<file path="config.mk">
export PLATFORM = sky130hd
export DESIGN_NAME = rfmc_mode_ctrl
export DESIGN_NICKNAME = d
export VERILOG_FILES = /design/src/rtl/rfmc_pkg.sv /design/src/rtl/rfmc_tmr_if.sv /design/src/rtl/rfmc_mode_ctrl.sv /design/src/rtl/rfmc_timer_unit.sv
export VERILOG_INCLUDE_DIRS = /design/src /design/src/rtl
export SDC_FILE = /design/constraint.sdc
export NUM_CORES = 1
export LEC_CHECK = 0
export BUFFER_PORTS_ARGS = -buffer_cell sky130_fd_sc_hd__buf_2
export CAP_MARGIN = 30
export CORE_MARGIN = 2
export CORE_UTILIZATION = 57
export CTS_CLUSTER_DIAMETER = 30
export DETAILED_ROUTE_END_ITERATION = 6
export PLACE_DENSITY = 0.78
export SYNTH_ARGS = -nofsm -noshare
export SYNTH_HDL_FRONTEND = slang
export SYNTH_SLANG_ARGS = --single-unit
</file>
<file path="constraint.sdc">
create_clock -name aclk -period 2.4 [get_ports aclk]
set_input_delay 0.24 -clock aclk [delete_from_list [all_inputs] [get_ports aclk]]
set_output_delay 0.24 -clock aclk [all_outputs]
set_load 0.05 [all_outputs]
</file>
<file path="src/rtl/rfmc_params.svh">
// Register offsets, field positions, reset values and timing counts of the mode control block.
`ifndef RFMC_PARAMS_SVH
`define RFMC_PARAMS_SVH
// ****************************************
// Register byte offsets
// ****************************************
`define RFMC_OFS_OPCTL 8'h00
`define RFMC_OFS_IOCFG1 8'h04
`define RFMC_OFS_IOCFG2 8'h08
`define RFMC_OFS_AUXDEF 8'h0C
`define RFMC_OFS_NORMLVL 8'h10
`define RFMC_OFS_AMDEPTH 8'h14
`define RFMC_OFS_RXCFG1 8'h18
`define RFMC_OFS_RXCFG2 8'h1C
`define RFMC_OFS_CMD 8'h20
`define RFMC_OFS_MASKTMR 8'h24
`define RFMC_OFS_WAKETMR 8'h28
`define RFMC_OFS_STATUS 8'h2C
// ****************************************
// Field positions
// ****************************************
`define RFMC_OP_OSC_EN 7
`define RFMC_OP_RX_EN 6
`define RFMC_OP_RX_CHN 5
`define RFMC_OP_RX_MAN 4
`define RFMC_OP_TX_EN 3
`define RFMC_OP_WAKEUP 2
`define RFMC_IO1_SINGLE 0
`define RFMC_IO1_ALT_OUT 1
`define RFMC_IO2_SLOW_UP 0
`define RFMC_AUX_MOD_AM 0
`define RFMC_AUX_FAST_DECAY 1
`define RFMC_RX1_MIXER 7
`define RFMC_RX2_LF_EXT 0
`define RFMC_CMD_MASK 0
`define RFMC_CMD_UNMASK 1
`define RFMC_CMD_CALIB 2
`define RFMC_ST_OSC_FLAG 0
`define RFMC_ST_WAKE_FLAG 1
// ****************************************
// Reset values
// ****************************************
`define RFMC_RST_OPCTL 8'h00
`define RFMC_RST_NORMLVL 8'hFF
`define RFMC_RST_AMLVL 8'hFF
`define RFMC_RST_ZERO 8'h00
// ****************************************
// Timing
// ****************************************
`define RFMC_CLK_PERIOD_NS 50
`define RFMC_WAKE_UNIT_NS 100000
`define RFMC_WAKE_UNIT_CYC (`RFMC_WAKE_UNIT_NS / `RFMC_CLK_PERIOD_NS)
`endif

</file>
<file path="src/rtl/rfmc_pkg.sv">
// Types shared by the mode control block.
package rfmc_pkg;
	typedef enum logic [1:0] {
		mode_power_down,
		mode_ready,
		mode_wakeup
	} rfmc_mode_t;
	typedef logic [7:0] rfmc_byte_t;
endpackage

</file>
<file path="src/rtl/rfmc_tmr_if.sv">
// Carrier between the mode control core and its timer unit.
`timescale 1ns/1ps
interface rfmc_tmr_if;
	logic osc_en;
	logic wake_mode;
	logic [7:0] wake_period;
	logic [7:0] mask_len;
	logic mask_start;
	logic [1:0] pin_in;
	logic osc_stable;
	logic osc_ready;
	logic wake_meas_start;
	logic wake_hit;
	logic mask_expired;
	modport ctl (output osc_en, wake_mode, wake_period, mask_len, mask_start, pin_in,
		input osc_stable, osc_ready, wake_meas_start, wake_hit, mask_expired);
	modport tmr (input osc_en, wake_mode, wake_period, mask_len, mask_start, pin_in,
		output osc_stable, osc_ready, wake_meas_start, wake_hit, mask_expired);
endinterface

</file>
<file path="src/rtl/rfmc_mode_ctrl.sv">
// Operating mode, transmitter and receiver control of the reader front end, with an AXI4-Lite register slave.
//
// Contract
// - Power-up clears the whole operating-mode register, giving power-down.
// - Register writes keep working in power-down mode.
// - Bit 7 of operating-mode enables oscillator and regulators, giving ready mode.
// - An interrupt is raised once the oscillator is stable after ready.
// - Receiver and transmitter have independent enable bits.
// - Wake-up bit alone selects wake-up mode with RC oscillator and timer.
// - In wake-up mode a measurement difference raises an interrupt.
// - Single-driver bit set drives only one antenna output.
// - Eight segments per driver; normal-level register selects them, all on by default.
// - In single mode the output-select bit chooses which antenna output drives.
// - Modulation-type bit selects AM or OOK.
// - OOK stops the carrier; fast-decay bit tristates drivers instead.
// - AM turns segments off; calibrate command sets level from target depth.
// - One bit enables one or both channels, another picks auto or manual.
// - With both channels and auto choice, framing picks the channel.
// - Receive window opens automatically when the mask timer expires.
// - Mask and unmask commands force the receive window low or high.
// - Demodulator-select bit picks peak detector or mixer.
// - External-demodulation bit routes receiver inputs straight to gain stage.
`timescale 1ns/1ps
`include "rfmc_params.svh"
module rfmc_mode_ctrl
	import rfmc_pkg::*;
(
	input wire logic aclk,
	input wire logic aresetn,
	input wire logic [7:0] s_axi_awaddr,
	input wire logic [2:0] s_axi_awprot,
	input wire logic s_axi_awvalid,
	output logic s_axi_awready,
	input wire logic [31:0] s_axi_wdata,
	input wire logic [3:0] s_axi_wstrb,
	input wire logic s_axi_wvalid,
	output logic s_axi_wready,
	output logic [1:0] s_axi_bresp,
	output logic s_axi_bvalid,
	input wire logic s_axi_bready,
	input wire logic [7:0] s_axi_araddr,
	input wire logic [2:0] s_axi_arprot,
	input wire logic s_axi_arvalid,
	output logic s_axi_arready,
	output logic [31:0] s_axi_rdata,
	output logic [1:0] s_axi_rresp,
	output logic s_axi_rvalid,
	input wire logic s_axi_rready,
	input wire logic osc_amp_ok,
	input wire logic wake_meas_differs,
	input wire logic tx_mod,
	input wire logic tx_frame_done,
	input wire logic rx_pick_pm,
	output logic osc_reg_en,
	output logic rc_osc_en,
	output logic wake_meas_start,
	output logic rx_power_en,
	output logic am_chan_en,
	output logic pm_chan_en,
	output logic rx_use_pm,
	output logic demod_mixer_sel,
	output logic lf_ext_route,
	output logic rx_on,
	output logic driver_regulated_supply_slow,
	output logic [7:0] antenna_driver_out_a,
	output logic antenna_driver_out_a_oe,
	output logic [7:0] antenna_driver_out_b,
	output logic antenna_driver_out_b_oe,
	output logic irq
);
	rfmc_byte_t opctl_r, iocfg1_r, iocfg2_r, auxdef_r, norm_r, depth_r;
	rfmc_byte_t rxcfg1_r, rxcfg2_r, masktmr_r, waketmr_r, am_lvl_r;
	logic [1:0] flag_r;
	logic [1:0] flag_nxt;
	logic rx_on_r;
	logic rx_on_nxt;
	logic aw_got_r, w_got_r, bvalid_r, rvalid_r;
	logic [7:0] waddr_r;
	logic [7:0] wbyte_r;
	logic wstb_r;
	logic [1:0] bresp_r, rresp_r;
	logic [31:0] rdata_r;
	logic [7:0] seg_a_r, seg_b_r;
	logic oe_a_r, oe_b_r;
	logic aw_now, w_now, wr_fire, rd_fire, wr_sel;
	logic [7:0] wr_addr;
	logic [7:0] wr_byte;
	logic [7:0] rd_byte;
	logic cmd_mask, cmd_unmask, cmd_calib, st_clear;
	logic tx_active, modulated, use_a, use_b, drive_on;
	logic [7:0] seg_now;
	rfmc_mode_t mode;
	rfmc_tmr_if tif ();

	// ****************************************
	// Address decoding
	// ****************************************
	// Shared by the write and read paths; unaligned or unknown offsets answer SLVERR.
	function automatic logic addr_mapped(input logic [7:0] a);
		addr_mapped = (a == `RFMC_OFS_OPCTL) || (a == `RFMC_OFS_IOCFG1) || (a == `RFMC_OFS_IOCFG2) ||
			(a == `RFMC_OFS_AUXDEF) || (a == `RFMC_OFS_NORMLVL) || (a == `RFMC_OFS_AMDEPTH) ||
			(a == `RFMC_OFS_RXCFG1) || (a == `RFMC_OFS_RXCFG2) || (a == `RFMC_OFS_CMD) ||
			(a == `RFMC_OFS_MASKTMR) || (a == `RFMC_OFS_WAKETMR) || (a == `RFMC_OFS_STATUS);
	endfunction

	// ****************************************
	// AXI4-Lite write path
	// ****************************************
	// Address and data are caught independently, so the master may present them in any order.
	assign s_axi_awready = !aw_got_r && !bvalid_r;
	assign s_axi_wready = !w_got_r && !bvalid_r;
	assign aw_now = s_axi_awvalid && s_axi_awready;
	assign w_now = s_axi_wvalid && s_axi_wready;
	assign wr_fire = (aw_got_r || aw_now) && (w_got_r || w_now);
	assign wr_addr = aw_got_r ? waddr_r : s_axi_awaddr;
	assign wr_byte = w_got_r ? wbyte_r : s_axi_wdata[7:0];
	assign wr_sel = wr_fire && (w_got_r ? wstb_r : s_axi_wstrb[0]);
	assign s_axi_bvalid = bvalid_r;
	assign s_axi_bresp = bresp_r;

	always_ff @(posedge aclk) begin
		if (!aresetn) begin
			aw_got_r <= 1'b0;
			w_got_r <= 1'b0;
			waddr_r <= 8'h00;
			wbyte_r <= 8'h00;
			wstb_r <= 1'b0;
			bvalid_r <= 1'b0;
			bresp_r <= 2'h0;
		end else begin
			aw_got_r <= (aw_got_r || aw_now) && !wr_fire;
			w_got_r <= (w_got_r || w_now) && !wr_fire;
			if (aw_now)
				waddr_r <= s_axi_awaddr;
			if (w_now) begin
				wbyte_r <= s_axi_wdata[7:0];
				wstb_r <= s_axi_wstrb[0];
			end
			if (wr_fire) begin
				bvalid_r <= 1'b1;
				bresp_r <= addr_mapped(wr_addr) ? 2'h0 : 2'h2;
			end else if (s_axi_bready)
				bvalid_r <= 1'b0;
		end
	end

	// ****************************************
	// AXI4-Lite read path
	// ****************************************
	assign s_axi_arready = !rvalid_r;
	assign rd_fire = s_axi_arvalid && s_axi_arready;
	assign s_axi_rvalid = rvalid_r;
	assign s_axi_rdata = rdata_r;
	assign s_axi_rresp = rresp_r;
	// The command register is write-only and reads as zero.
	assign rd_byte = (s_axi_araddr == `RFMC_OFS_OPCTL) ? opctl_r :
		(s_axi_araddr == `RFMC_OFS_IOCFG1) ? iocfg1_r :
		(s_axi_araddr == `RFMC_OFS_IOCFG2) ? iocfg2_r :
		(s_axi_araddr == `RFMC_OFS_AUXDEF) ? auxdef_r :
		(s_axi_araddr == `RFMC_OFS_NORMLVL) ? norm_r :
		(s_axi_araddr == `RFMC_OFS_AMDEPTH) ? depth_r :
		(s_axi_araddr == `RFMC_OFS_RXCFG1) ? rxcfg1_r :
		(s_axi_araddr == `RFMC_OFS_RXCFG2) ? rxcfg2_r :
		(s_axi_araddr == `RFMC_OFS_MASKTMR) ? masktmr_r :
		(s_axi_araddr == `RFMC_OFS_WAKETMR) ? waketmr_r :
		(s_axi_araddr == `RFMC_OFS_STATUS) ? {2'h0, mode, rx_on_r, tif.osc_stable, flag_r} :
		8'h00;

	always_ff @(posedge aclk) begin
		if (!aresetn) begin
			rvalid_r <= 1'b0;
			rdata_r <= 32'h0000_0000;
			rresp_r <= 2'h0;
		end else if (rd_fire) begin
			rvalid_r <= 1'b1;
			rdata_r <= {24'h00_0000, rd_byte};
			rresp_r <= addr_mapped(s_axi_araddr) ? 2'h0 : 2'h2;
		end else if (s_axi_rready)
			rvalid_r <= 1'b0;
	end

	// ****************************************
	// Configuration registers
	// ****************************************
	// clear at power-up, except normal level, which resets to all segments on
	// writes are accepted in every mode, power-down included, since nothing gates them on the mode.
	always_ff @(posedge aclk) begin
		if (!aresetn) begin
			opctl_r <= `RFMC_RST_OPCTL;
			iocfg1_r <= `RFMC_RST_ZERO;
			iocfg2_r <= `RFMC_RST_ZERO;
			auxdef_r <= `RFMC_RST_ZERO;
			norm_r <= `RFMC_RST_NORMLVL;
			depth_r <= `RFMC_RST_ZERO;
			rxcfg1_r <= `RFMC_RST_ZERO;
			rxcfg2_r <= `RFMC_RST_ZERO;
			masktmr_r <= `RFMC_RST_ZERO;
			waketmr_r <= `RFMC_RST_ZERO;
		end else if (wr_sel) begin
			if (wr_addr == `RFMC_OFS_OPCTL) opctl_r <= wr_byte;
			if (wr_addr == `RFMC_OFS_IOCFG1) iocfg1_r <= wr_byte;
			if (wr_addr == `RFMC_OFS_IOCFG2) iocfg2_r <= wr_byte;
			if (wr_addr == `RFMC_OFS_AUXDEF) auxdef_r <= wr_byte;
			if (wr_addr == `RFMC_OFS_NORMLVL) norm_r <= wr_byte;
			if (wr_addr == `RFMC_OFS_AMDEPTH) depth_r <= wr_byte;
			if (wr_addr == `RFMC_OFS_RXCFG1) rxcfg1_r <= wr_byte;
			if (wr_addr == `RFMC_OFS_RXCFG2) rxcfg2_r <= wr_byte;
			if (wr_addr == `RFMC_OFS_MASKTMR) masktmr_r <= wr_byte;
			if (wr_addr == `RFMC_OFS_WAKETMR) waketmr_r <= wr_byte;
		end
	end

	// ****************************************
	// Operating mode and events
	// ****************************************
	// oscillator enable gives ready
	// wake-up only when every other operating bit is clear.
	assign mode = opctl_r[`RFMC_OP_OSC_EN] ? mode_ready :
		(opctl_r == (8'h01 << `RFMC_OP_WAKEUP)) ? mode_wakeup : mode_power_down;
	assign osc_reg_en = (mode == mode_ready);
	assign rc_osc_en = (mode == mode_wakeup);
	assign cmd_mask = wr_sel && (wr_addr == `RFMC_OFS_CMD) && wr_byte[`RFMC_CMD_MASK];
	assign cmd_unmask = wr_sel && (wr_addr == `RFMC_OFS_CMD) && wr_byte[`RFMC_CMD_UNMASK];
	assign cmd_calib = wr_sel && (wr_addr == `RFMC_OFS_CMD) && wr_byte[`RFMC_CMD_CALIB];
	assign st_clear = wr_sel && (wr_addr == `RFMC_OFS_STATUS);
	// sticky event flags; a new event wins over a write-one clear in the same cycle.
	assign flag_nxt[`RFMC_ST_OSC_FLAG] = tif.osc_ready ||
		(flag_r[`RFMC_ST_OSC_FLAG] && !(st_clear && wr_byte[`RFMC_ST_OSC_FLAG]));
	assign flag_nxt[`RFMC_ST_WAKE_FLAG] = tif.wake_hit ||
		(flag_r[`RFMC_ST_WAKE_FLAG] && !(st_clear && wr_byte[`RFMC_ST_WAKE_FLAG]));
	assign irq = |flag_r;
	assign wake_meas_start = tif.wake_meas_start;

	// Timer unit hookup; both pins enter through its synchronisers.
	assign tif.osc_en = osc_reg_en;
	assign tif.wake_mode = rc_osc_en;
	assign tif.wake_period = waketmr_r;
	assign tif.mask_len = masktmr_r;
	assign tif.mask_start = tx_frame_done;
	assign tif.pin_in = {wake_meas_differs, osc_amp_ok};
	rfmc_timer_unit u_timer (
		.aclk(aclk),
		.aresetn(aresetn),
		.t(tif.tmr)
	);

	// ****************************************
	// Receiver control
	// ****************************************
	// receiver power follows its own enable, and only in ready mode
	assign rx_power_en = osc_reg_en && opctl_r[`RFMC_OP_RX_EN];
	assign am_chan_en = rx_power_en;
	assign pm_chan_en = rx_power_en && opctl_r[`RFMC_OP_RX_CHN];
	assign rx_use_pm = pm_chan_en && !opctl_r[`RFMC_OP_RX_MAN] && rx_pick_pm;
	assign demod_mixer_sel = rxcfg1_r[`RFMC_RX1_MIXER];
	assign lf_ext_route = rxcfg2_r[`RFMC_RX2_LF_EXT];
	// receive window; a command beats a timer expiry, mask beats unmask.
	assign rx_on_nxt = cmd_mask ? 1'b0 : cmd_unmask ? 1'b1 : tx_frame_done ? 1'b0 :
		tif.mask_expired ? 1'b1 : rx_on_r;
	assign rx_on = rx_on_r;

	always_ff @(posedge aclk) begin
		if (!aresetn) begin
			flag_r <= 2'h0;
			rx_on_r <= 1'b0;
		end else begin
			flag_r <= flag_nxt;
			rx_on_r <= rx_on_nxt;
		end
	end

	// ****************************************
	// Transmitter control
	// ****************************************
	// transmitter runs on its own enable
	assign tx_active = osc_reg_en && opctl_r[`RFMC_OP_TX_EN];
	assign modulated = tx_active && tx_mod;
	assign use_a = tx_active && !(iocfg1_r[`RFMC_IO1_SINGLE] && iocfg1_r[`RFMC_IO1_ALT_OUT]);
	assign use_b = tx_active && (!iocfg1_r[`RFMC_IO1_SINGLE] || iocfg1_r[`RFMC_IO1_ALT_OUT]);
	// segment pattern: normal level, AM level, or all off for OOK.
	assign seg_now = !modulated ? norm_r : auxdef_r[`RFMC_AUX_MOD_AM] ? am_lvl_r : 8'h00;
	// fast decay releases the pins during an OOK pause.
	assign drive_on = !(modulated && !auxdef_r[`RFMC_AUX_MOD_AM] && auxdef_r[`RFMC_AUX_FAST_DECAY]);
	assign driver_regulated_supply_slow = iocfg2_r[`RFMC_IO2_SLOW_UP];
	assign antenna_driver_out_a = seg_a_r;
	assign antenna_driver_out_b = seg_b_r;
	assign antenna_driver_out_a_oe = oe_a_r;
	assign antenna_driver_out_b_oe = oe_b_r;

	// calibration keeps only the normal-level segments not named in the depth mask.
	// The depth register therefore names segments, which trades accuracy for a closed-form result.
	always_ff @(posedge aclk) begin
		if (!aresetn) begin
			am_lvl_r <= `RFMC_RST_AMLVL;
			seg_a_r <= 8'h00;
			seg_b_r <= 8'h00;
			oe_a_r <= 1'b0;
			oe_b_r <= 1'b0;
		end else begin
			if (cmd_calib)
				am_lvl_r <= norm_r & ~depth_r;
			seg_a_r <= use_a ? seg_now : 8'h00;
			seg_b_r <= use_b ? seg_now : 8'h00;
			oe_a_r <= use_a && drive_on;
			oe_b_r <= use_b && drive_on;
		end
	end

	// ****************************************
	// Checks
	// ****************************************
	a_reset_clears_opctl: assert property (@(posedge aclk)
		(aresetn && !$past(aresetn)) |-> (opctl_r == 8'h00 && mode == mode_power_down))
		else $error("operating-mode register not clear after reset");
	a_powerdown_write_ok: assert property (@(posedge aclk) disable iff (!aresetn)
		(mode == mode_power_down && wr_sel && wr_addr == `RFMC_OFS_IOCFG1) |=> iocfg1_r == $past(wr_byte))
		else $error("register write lost in power-down");
	a_osc_bit_ready: assert property (@(posedge aclk) disable iff (!aresetn)
		$rose(opctl_r[7]) |-> (osc_reg_en && mode == mode_ready))
		else $error("oscillator bit did not enter ready mode");
	a_osc_irq_raise: assert property (@(posedge aclk) disable iff (!aresetn)
		tif.osc_ready |=> (flag_r[0] && irq))
		else $error("oscillator stable event gave no interrupt");
	a_wake_only_mode: assert property (@(posedge aclk) disable iff (!aresetn)
		(opctl_r == 8'h04) |-> (rc_osc_en && mode == mode_wakeup))
		else $error("wake-up bit alone did not select wake-up mode");
	a_wake_irq_raise: assert property (@(posedge aclk) disable iff (!aresetn)
		tif.wake_hit |=> (flag_r[1] && irq))
		else $error("wake-up difference gave no interrupt");
	a_single_one_out: assert property (@(posedge aclk) disable iff (!aresetn)
		(tx_active && iocfg1_r[0]) |=> !(oe_a_r && oe_b_r) && (seg_a_r == 8'h00 || seg_b_r == 8'h00))
		else $error("single-driver mode drives both outputs");
	a_ook_tristate: assert property (@(posedge aclk) disable iff (!aresetn)
		(modulated && auxdef_r[1:0] == 2'b10) |=> (!oe_a_r && !oe_b_r && seg_a_r == 8'h00))
		else $error("fast decay did not release the drivers");
	a_mask_expiry_open: assert property (@(posedge aclk) disable iff (!aresetn)
		(tif.mask_expired && !cmd_mask && !tx_frame_done) |=> rx_on)
		else $error("mask timer expiry did not open receive window");
	a_cmd_window: assert property (@(posedge aclk) disable iff (!aresetn)
		(cmd_mask |=> !rx_on) and ((cmd_unmask && !cmd_mask) |=> rx_on))
		else $error("receive window ignored a mask command");
endmodule

</file>
<file path="src/rtl/rfmc_timer_unit.sv">
// Pin synchronisers, oscillator settle detect, wake-up timer and mask receive timer.
`timescale 1ns/1ps
`include "rfmc_params.svh"
module rfmc_timer_unit
	import rfmc_pkg::*;
(
	input wire logic aclk,
	input wire logic aresetn,
	rfmc_tmr_if.tmr t
);
	logic [2:0] sync_r [2];
	logic [1:0] pin_q_r;
	logic osc_stable_r;
	logic wake_prev_r;
	logic [11:0] presc_r;
	logic [7:0] period_cnt_r;
	logic meas_start_r;
	logic [7:0] mask_cnt_r;
	logic mask_run_r;
	logic mask_exp_r;
	logic unit_tick;

	// ****************************************
	// Pin synchronisers
	// ****************************************
	// A pin level is accepted only when the second and third stages agree.
	genvar gi;
	generate
		for (gi = 0; gi < 2; gi = gi + 1) begin : g_sync
			always_ff @(posedge aclk) begin
				if (!aresetn) begin
					sync_r[gi] <= 3'h0;
					pin_q_r[gi] <= 1'b0;
				end else begin
					sync_r[gi] <= {sync_r[gi][1:0], t.pin_in[gi]};
					if (sync_r[gi][1] == sync_r[gi][2])
						pin_q_r[gi] <= sync_r[gi][2];
				end
			end
		end
	endgenerate

	// ****************************************
	// Oscillator settle and wake-up detection
	// ****************************************
	// The ready event fires once, on the first cycle the amplitude is seen good while enabled.
	assign t.osc_ready = t.osc_en && pin_q_r[0] && !osc_stable_r;
	assign t.osc_stable = osc_stable_r;
	assign t.wake_hit = t.wake_mode && pin_q_r[1] && !wake_prev_r;
	assign unit_tick = (presc_r == 12'(`RFMC_WAKE_UNIT_CYC - 1));
	assign t.wake_meas_start = meas_start_r;
	assign t.mask_expired = mask_exp_r;

	// Wake-up period counts in fixed units so a byte covers a useful span.
	always_ff @(posedge aclk) begin
		if (!aresetn) begin
			osc_stable_r <= 1'b0;
			wake_prev_r <= 1'b0;
			presc_r <= 12'h000;
			period_cnt_r <= 8'h00;
			meas_start_r <= 1'b0;
		end else begin
			osc_stable_r <= t.osc_en && pin_q_r[0];
			wake_prev_r <= pin_q_r[1];
			presc_r <= (!t.wake_mode || unit_tick) ? 12'h000 : presc_r + 12'h001;
			meas_start_r <= t.wake_mode && unit_tick && (period_cnt_r == t.wake_period);
			if (!t.wake_mode || (unit_tick && period_cnt_r == t.wake_period))
				period_cnt_r <= 8'h00;
			else if (unit_tick)
				period_cnt_r <= period_cnt_r + 8'h01;
		end
	end

	// ****************************************
	// Mask receive timer
	// ****************************************
	// A restart while running reloads the count; expiry is a single-cycle pulse.
	always_ff @(posedge aclk) begin
		if (!aresetn) begin
			mask_cnt_r <= 8'h00;
			mask_run_r <= 1'b0;
			mask_exp_r <= 1'b0;
		end else begin
			mask_exp_r <= mask_run_r && !t.mask_start && (mask_cnt_r == 8'h00);
			if (t.mask_start) begin
				mask_cnt_r <= t.mask_len;
				mask_run_r <= 1'b1;
			end else if (mask_run_r) begin
				if (mask_cnt_r == 8'h00)
					mask_run_r <= 1'b0;
				else
					mask_cnt_r <= mask_cnt_r - 8'h01;
			end
		end
	end
endmodule

</file>
Word level (Yosys, flattened, before mapping)
Memory sizes are Yosys's and may differ from the RTL's. Cells that the tools add are included.

Muxes and demuxes: 37. Add/subtract/negate cells: 3. Reduce and logical (&&, ||, !) cells: 109. Equal/unequal tests: 30. Bitwise gates (word level): 5.

Operator list (number): $mux W8 (17); $eq A8 B5 Y1 const B (8); $eq A8 B6 Y1 const B (8); $logic_and A1 B1 Y1 (40); $eq A8 B4 Y1 const B (4); $logic_or A1 B1 Y1 (29); $reduce_and A2 Y1 (13); $eq A8 B3 Y1 const B (3); $logic_not A8 Y1 (3); $logic_not A1 Y1 (16); $mux W1 (13); $add A12 B1 Y12 const B (1); $eq A12 B11 Y1 const B (1); $add A8 B1 Y8 const B (1); $and A8 B8 Y8 (1); $eq A8 B8 Y1 (1); $mux W2 (4); $not A8 Y8 (1); $reduce_or A2 Y1 (4); $sub A8 B1 Y8 const B (1); $mux W3 (2); $mux W6 (1); $reduce_bool A2 Y1 (3); $reduce_bool A3 Y1 (1); 6 further kinds (8).

Input port bits: 70. Output and inout port bits: 71. Bits in registers: 177. RAM bits: 6. Memories kept: 1. Logic and storage cells: 222.

Memory list: u_timer.sync_r (depth 2, width 3, rd ports 2, clocked after memory_dff 0, write ports 2, line rfmc_timer_unit.sv:11) `logic [2:0] sync_r [2];`.

Logic depth before layout (Yosys ltp)
Depth in word-level cells: 14. Depth in mapped cells: 9.

Hierarchy
A second synthesis with hierarchy kept.

Cells, all modules: 974. Area total of the unflattened synthesis: 8579.5 µm².

Modules (own cells, without submodules): rfmc_mode_ctrl (cells an instance 766, times used 1, area an instance 6739.0 µm²); rfmc_timer_unit (cells an instance 208, times used 1, area an instance 1840.5 µm²).

Least setup slack after synthesis
OpenSTA, ideal clock, no wires.

Path type: register to register. Start point: register aw_got_r. End point: register aw_got_r. Clock period less this slack: 2.114 ns. Setup time: 0.096 ns. Arrival time: 2.017 ns. Stages on the path, launching flop included: 8. Slack: 0.286 ns. Path buffers: 3. Path through: dfxtp_1 > buf_4 > buf_2 > nor2_1 > and2_1 > buf_2 > nor2_1 > nor4b_1.

Longest elaborated chain between the ends: 7.

Ends and longest elaborated chain: from (decl) (line rfmc_mode_ctrl.sv:77) `logic aw_got_r, w_got_r, bvalid_r, rvalid_r;`; from (signal assigned) (line rfmc_mode_ctrl.sv:131) `aw_got_r <= (aw_got_r || aw_now) && !wr_fire;`; $logic_not A1 Y1 (*) (line rfmc_mode_ctrl.sv:110) `assign s_axi_awready = !aw_got_r && !bvalid_r;`; $logic_and A1 B1 Y1 (*) (line rfmc_mode_ctrl.sv:110); via s_axi_awready (line rfmc_mode_ctrl.sv:33) `output logic s_axi_awready,`; $logic_and A1 B1 Y1 (*) (line rfmc_mode_ctrl.sv:112) `assign aw_now = s_axi_awvalid && s_axi_awready;`; $logic_or A1 B1 Y1 (*) (line rfmc_mode_ctrl.sv:114, rfmc_mode_ctrl.sv:131); $logic_and A1 B1 Y1 (line rfmc_mode_ctrl.sv:114) `assign wr_fire = (aw_got_r || aw_now) && (w_got_r || w_now);`; $logic_not A1 Y1 (line rfmc_mode_ctrl.sv:131); $logic_and A1 B1 Y1 (*) (line rfmc_mode_ctrl.sv:131).

Mark *: on every way through the listed nets, which the timed path passes. The rest lies on a longest branch. A chain may end at the register's enable or synchronous reset.

Worst setup path in the final report
Start point: register aw_got_r. End point: register masktmr_r[4].

Longest elaborated chain between the ends: 7. Elaborated cells between the ends (all ways): 9. Classes of those cells: 1 x eq/ne; 1 x mux; 7 x reduce/logical.

Ends and longest elaborated chain: $logic_not A1 Y1 (line rfmc_mode_ctrl.sv:110); $logic_and A1 B1 Y1 (line rfmc_mode_ctrl.sv:110); $logic_and A1 B1 Y1 (line rfmc_mode_ctrl.sv:112); $logic_or A1 B1 Y1 (line rfmc_mode_ctrl.sv:114); $logic_and A1 B1 Y1 (line rfmc_mode_ctrl.sv:114); $logic_and A1 B1 Y1 (line rfmc_mode_ctrl.sv:117) `assign wr_sel = wr_fire && (w_got_r ? wstb_r : s_axi_wstrb[0]);`; $reduce_and A2 Y1 (no line) (*); to (signal assigned) (line rfmc_mode_ctrl.sv:197) `` masktmr_r <= `RFMC_RST_ZERO; ``; to (signal assigned) (line rfmc_mode_ctrl.sv:208) `` if (wr_addr == `RFMC_OFS_MASKTMR) masktmr_r <= wr_byte; ``; to (decl) (line rfmc_mode_ctrl.sv:72) `rfmc_byte_t rxcfg1_r, rxcfg2_r, masktmr_r, waketmr_r, am_lvl_r;`.

Every way passes the cells marked *; elsewhere a longest branch is shown, timed or not.

==> metrics.md <==
| Metric | Value |
|---|---|
| Share of the synthesized area in the top cell type | `42.9%` |
| Worst R2R Start | `aw_got_r$_SDFF_PN0_` |
| Critical-path cell list | `nor3b_2 > o2111ai_1 > or4_1 > mux2i_1 > nor2b_1` |
| Data arrival time at the worst-slack endpoint | `2480 ps` |
| Quantity of I/O buffers inserted on ports | `81` |
| Crit path capture type | `flip-flop` |
| Setup Crit Path Kind | `flip-flop to flip-flop` |
| Ports | `141` |
| Critical Path Max Stage Delay | `800 ps` |
| Cell taking the most area after synthesis | `sky130_fd_sc_hd__dfxtp_1` |
| Hold path cells | `2` |
| Router iterations before antenna repair | `7` |
| Cell count after placement | `1,166` |
| Final standard cell count with taps included and fillers excluded | `1,200` |
| Required time worst endpoint | `2730 ps` |
| Total of max-cap violations | `0` |
| Final critical-path share of the clock period | `89.6%` |
| FP Rows | `44` |
| DRC marker count from the first detailed-route iteration | `609` |
| Setup violations, final | `0` |
| Core region area | `0.0145 mm²` |
| Highest Clock Rate | `0.465 GHz` |
| Cell Area, Synth | `0.00844 mm²` |
| All-layer global routing usage | `27.0%` |
| Prevailing post-synth register cell | `sky130_fd_sc_hd__dfxtp_1` |
| Number of buffers created by CTS | `17` |
| Register bit total from synthesis | `181` |
| P_leak | `4.76 nW` |
| Reg2reg setup slack | `250 ps` |
| DIE AREA | `0.0158 mm²` |
| Initial cell density of the core | `58.3%` |
| Slew HR | `42.5%` |
| Clock-pin transition on the worst setup and hold timing paths | `70 ps` |
| Vias in the first global route | `6,555` |
| Remaining number of nets flagged by the antenna check after routing | `0` |
| Die Y | `126 µm` |
| Area growth from synthesis to final layout | `14.4%` |
| Number of library cell types mapped by synthesis | `71` |
| Cells taking the most area after synthesis | `sky130_fd_sc_hd__dfxtp_1 (43%), sky130_fd_sc_hd__o211a_1 (7.2%), sky130_fd_sc_hd__nand2_1 (5.6%)` |
| P per Cell Area | `680 mW/mm²` |
| Avg Synthesized Cell Area | `9.21 µm²` |
| Slowest library cell on the worst path | `sky130_fd_sc_hd__or4_1` |
| Worst Hold Class | `input pin to flip-flop` |
| Maximum buffer depth of the clock tree | `2` |
| Fraction of final layout cells sized beyond drive strength 1 | `19.4%` |
| Largest net degree at the start of global routing | `46` |
| Number of flip-flops in the largest register | `12` |
| Start point of the critical path | `aw_got_r$_SDFF_PN0_` |
| Worst-case hold path end point | `s_axi_rvalid$_SDFFE_PN0P_` |
| Via count | `7,066` |
| IR drop worst, VDD | `0.564 mV` |
| Clock Skews | `9.06 ps` |
| Warnings from Yosys | `0` |
| Share of async-settable or async-resettable flops after synthesis | `0%` |
| First-pass GRT wire length | `33,700 µm` |
| Level count of the clock H-tree | `4` |
| Minimum clock period after layout | `2150 ps` |
| Setup fix buffers added after clock tree synthesis | `0` |
| Number of max-slew violations in the final report | `0` |
| Routed wire length | `21,200 µm` |
| Setup tns final | `0 ps` |
| Number of antenna violations at the first check in global routing | `0` |
| Global placement routability congestion | `0.909` |
| CTS tree | `yes` |
| Sequential fraction of the synthesis area | `42.9%` |
| Count of inserted antenna diode cells | `0` |
| Gate count of the mapped netlist | `917` |
| Most flops, register | `u_timer.presc_r` |
| Critical path startpoint category | `flip-flop` |
| Sinks on the clock net | `181` |
| Die width | `126 µm` |
| Startpoint of the tightest hold check path | `s_axi_arvalid` |
| Number of cells traversed by the worst register-to-register path | `5` |
| DR vias/cell | `5.89` |
| Final global-route overflow total | `0` |
| Nets | `1,077` |
| Maximum fanout encountered on the critical timing path | `11` |
| Actual transition at the worst max-transition pin | `862 ps` |
| Post-DP HPWL | `14,900 µm` |
| Clock root buffer master | `sky130_fd_sc_hd__clkbuf_16` |
| Count of unresolved DRC violations after routing | `0` |
| EDFF count, synth | `0` |
| Outcome | `complete, no violations` |
| Worst R2R End | `masktmr_r[4]$_SDFFE_PN0P_` |
| Unrepaired setup endpoints after global routing | `false` |
| Clock Latency Late Sink | `440 ps` |
| Wire length per cell | `17.7 µm` |
| Final Hold Violating Endpoints | `0` |
-- synth_stat cells, types with 3 or more instances --
library cell,n
sky130_fd_sc_hd__xnor2_1,9
sky130_fd_sc_hd__nand2_1,126
sky130_fd_sc_hd__nor4b_1,3
sky130_fd_sc_hd__a21boi_0,11
sky130_fd_sc_hd__xor2_1,21
sky130_fd_sc_hd__buf_2,16
sky130_fd_sc_hd__a32o_1,6
sky130_fd_sc_hd__and3_1,12
sky130_fd_sc_hd__o22ai_1,10
sky130_fd_sc_hd__nor3_1,4
sky130_fd_sc_hd__o221ai_1,3
sky130_fd_sc_hd__ha_1,4
sky130_fd_sc_hd__buf_4,28
sky130_fd_sc_hd__a22o_1,5
sky130_fd_sc_hd__nand3_1,11
sky130_fd_sc_hd__a22oi_1,5
sky130_fd_sc_hd__clkbuf_1,35
sky130_fd_sc_hd__nor3_2,10
sky130_fd_sc_hd__o211ai_1,12
sky130_fd_sc_hd__nand2b_1,9
sky130_fd_sc_hd__nor4_1,6
sky130_fd_sc_hd__and2_1,14
sky130_fd_sc_hd__a31oi_1,11
sky130_fd_sc_hd__and3b_1,7
sky130_fd_sc_hd__or2_2,3
sky130_fd_sc_hd__mux2_2,17
sky130_fd_sc_hd__o21a_1,4
sky130_fd_sc_hd__o211a_1,61
sky130_fd_sc_hd__nor2_1,74
sky130_fd_sc_hd__mux4_2,4
sky130_fd_sc_hd__nor2b_1,30
sky130_fd_sc_hd__nand4_1,7
sky130_fd_sc_hd__inv_1,20
sky130_fd_sc_hd__mux2i_1,38
sky130_fd_sc_hd__o21ai_0,22
sky130_fd_sc_hd__dfxtp_1,181
sky130_fd_sc_hd__nor3b_1,7
sky130_fd_sc_hd__a21oi_1,21
sky130_fd_sc_hd__or4_1,3
sky130_fd_sc_hd__o311ai_0,7
-- per-layer routing --
metal	wire length (µm)	global-route usage [%]
met5	0	0
met4	686	11.8
met3	1440	7.14
met2	9900	42.1
met1	9200	35.4
-- what timing repair did --
| action | in CTS | in global routing |
|---|---|---|
| hold buffers | 1 | 1 |
| endpoints found under the setup margin | 0 | 3 |
| resized for setup | 0 | 1 |
| hold endpoints to repair | 1 | 1 |
-- worst max-delay path: cells and delay by family, from the launching register on --
kind / cells / cell delay (ps)
AND/OR/NAND/NOR: 3 / 1110
flip-flops: 1 / 460
multiplexers: 1 / 260
AO/OA/AOI/OAI: 1 / 210
-- report_power, final --
part | switching, mW | internal (mW) | leakage [nW] | total, mW
clock | 1.30 | 1.48 | 0.283 | 2.78
sequential | 0.0424 | 3.05 | 1.47 | 3.09
combinational | 0.475 | 0.224 | 3.01 | 0.699
-- placed cells by master (no fill, tap or decap), types with 22 or more instances in the layout --
cell type                 netlist  final
sky130_fd_sc_hd__buf_2         16     80
sky130_fd_sc_hd__buf_4         28     41
sky130_fd_sc_hd__conb_1         1     26
sky130_fd_sc_hd__dfxtp_1      181    180
sky130_fd_sc_hd__mux2i_1       38     38
sky130_fd_sc_hd__nand2_1      126    126
sky130_fd_sc_hd__nor2_1        74     74
sky130_fd_sc_hd__nor2b_1       30     30
sky130_fd_sc_hd__o211a_1       61     61
sky130_fd_sc_hd__o21ai_0       22     22
-- logic make-up after synthesis --
logic type      synth area share (%)
compound gates                  18.9
xor+xnor                        3.11
fa+ha+maj                      0.593
buf+inv                         6.11
flops                           42.9
mux                             7.84
other cells                   0.0444
simple gates                    20.4
-- worst max-delay path by stage --
stage | endpoint | slack [ps] | cells past startpoint
after floorplan | aw_got_r$_SDFF_PN0_ | 290 | 7
after global placement | masktmr_r[0]$_SDFFE_PN0P_ | 210 | 5
after detailed placement | masktmr_r[4]$_SDFFE_PN0P_ | 150 | 5
after CTS | masktmr_r[4]$_SDFFE_PN0P_ | 140 | 5
after global routing | am_lvl_r[2]$_SDFFE_PN1P_ | 130 | 6
final | masktmr_r[4]$_SDFFE_PN0P_ | 250 | 5
-- metrics by stage --
stage	power [mW]	instance area [µm²]	setup slack, ps	hold slack, ps	utilization, %
floorplan	3.67	8540	286	367	-
global placement	3.83	9050	211	415	62.5
CTS	6.58	9650	135	0.418	66.6
global route	6.79	9660	130	59.8	66.7
detailed placement	3.85	9050	153	420	62.5
finish	6.57	9660	249	59.3	66.7
-- final cells by class --
cell class,instances,area (µm²)
Timing Repair Buffer,124,748
Clock buffer,17,425
Tap cell,184,230
Inverter,20,75.1
Sequential cell,181,3620
Clock inverter,15,160
Fill cell,1206,4820
Multi-Input combinational cell,659,4400
(Power assumes the default switching activity.)
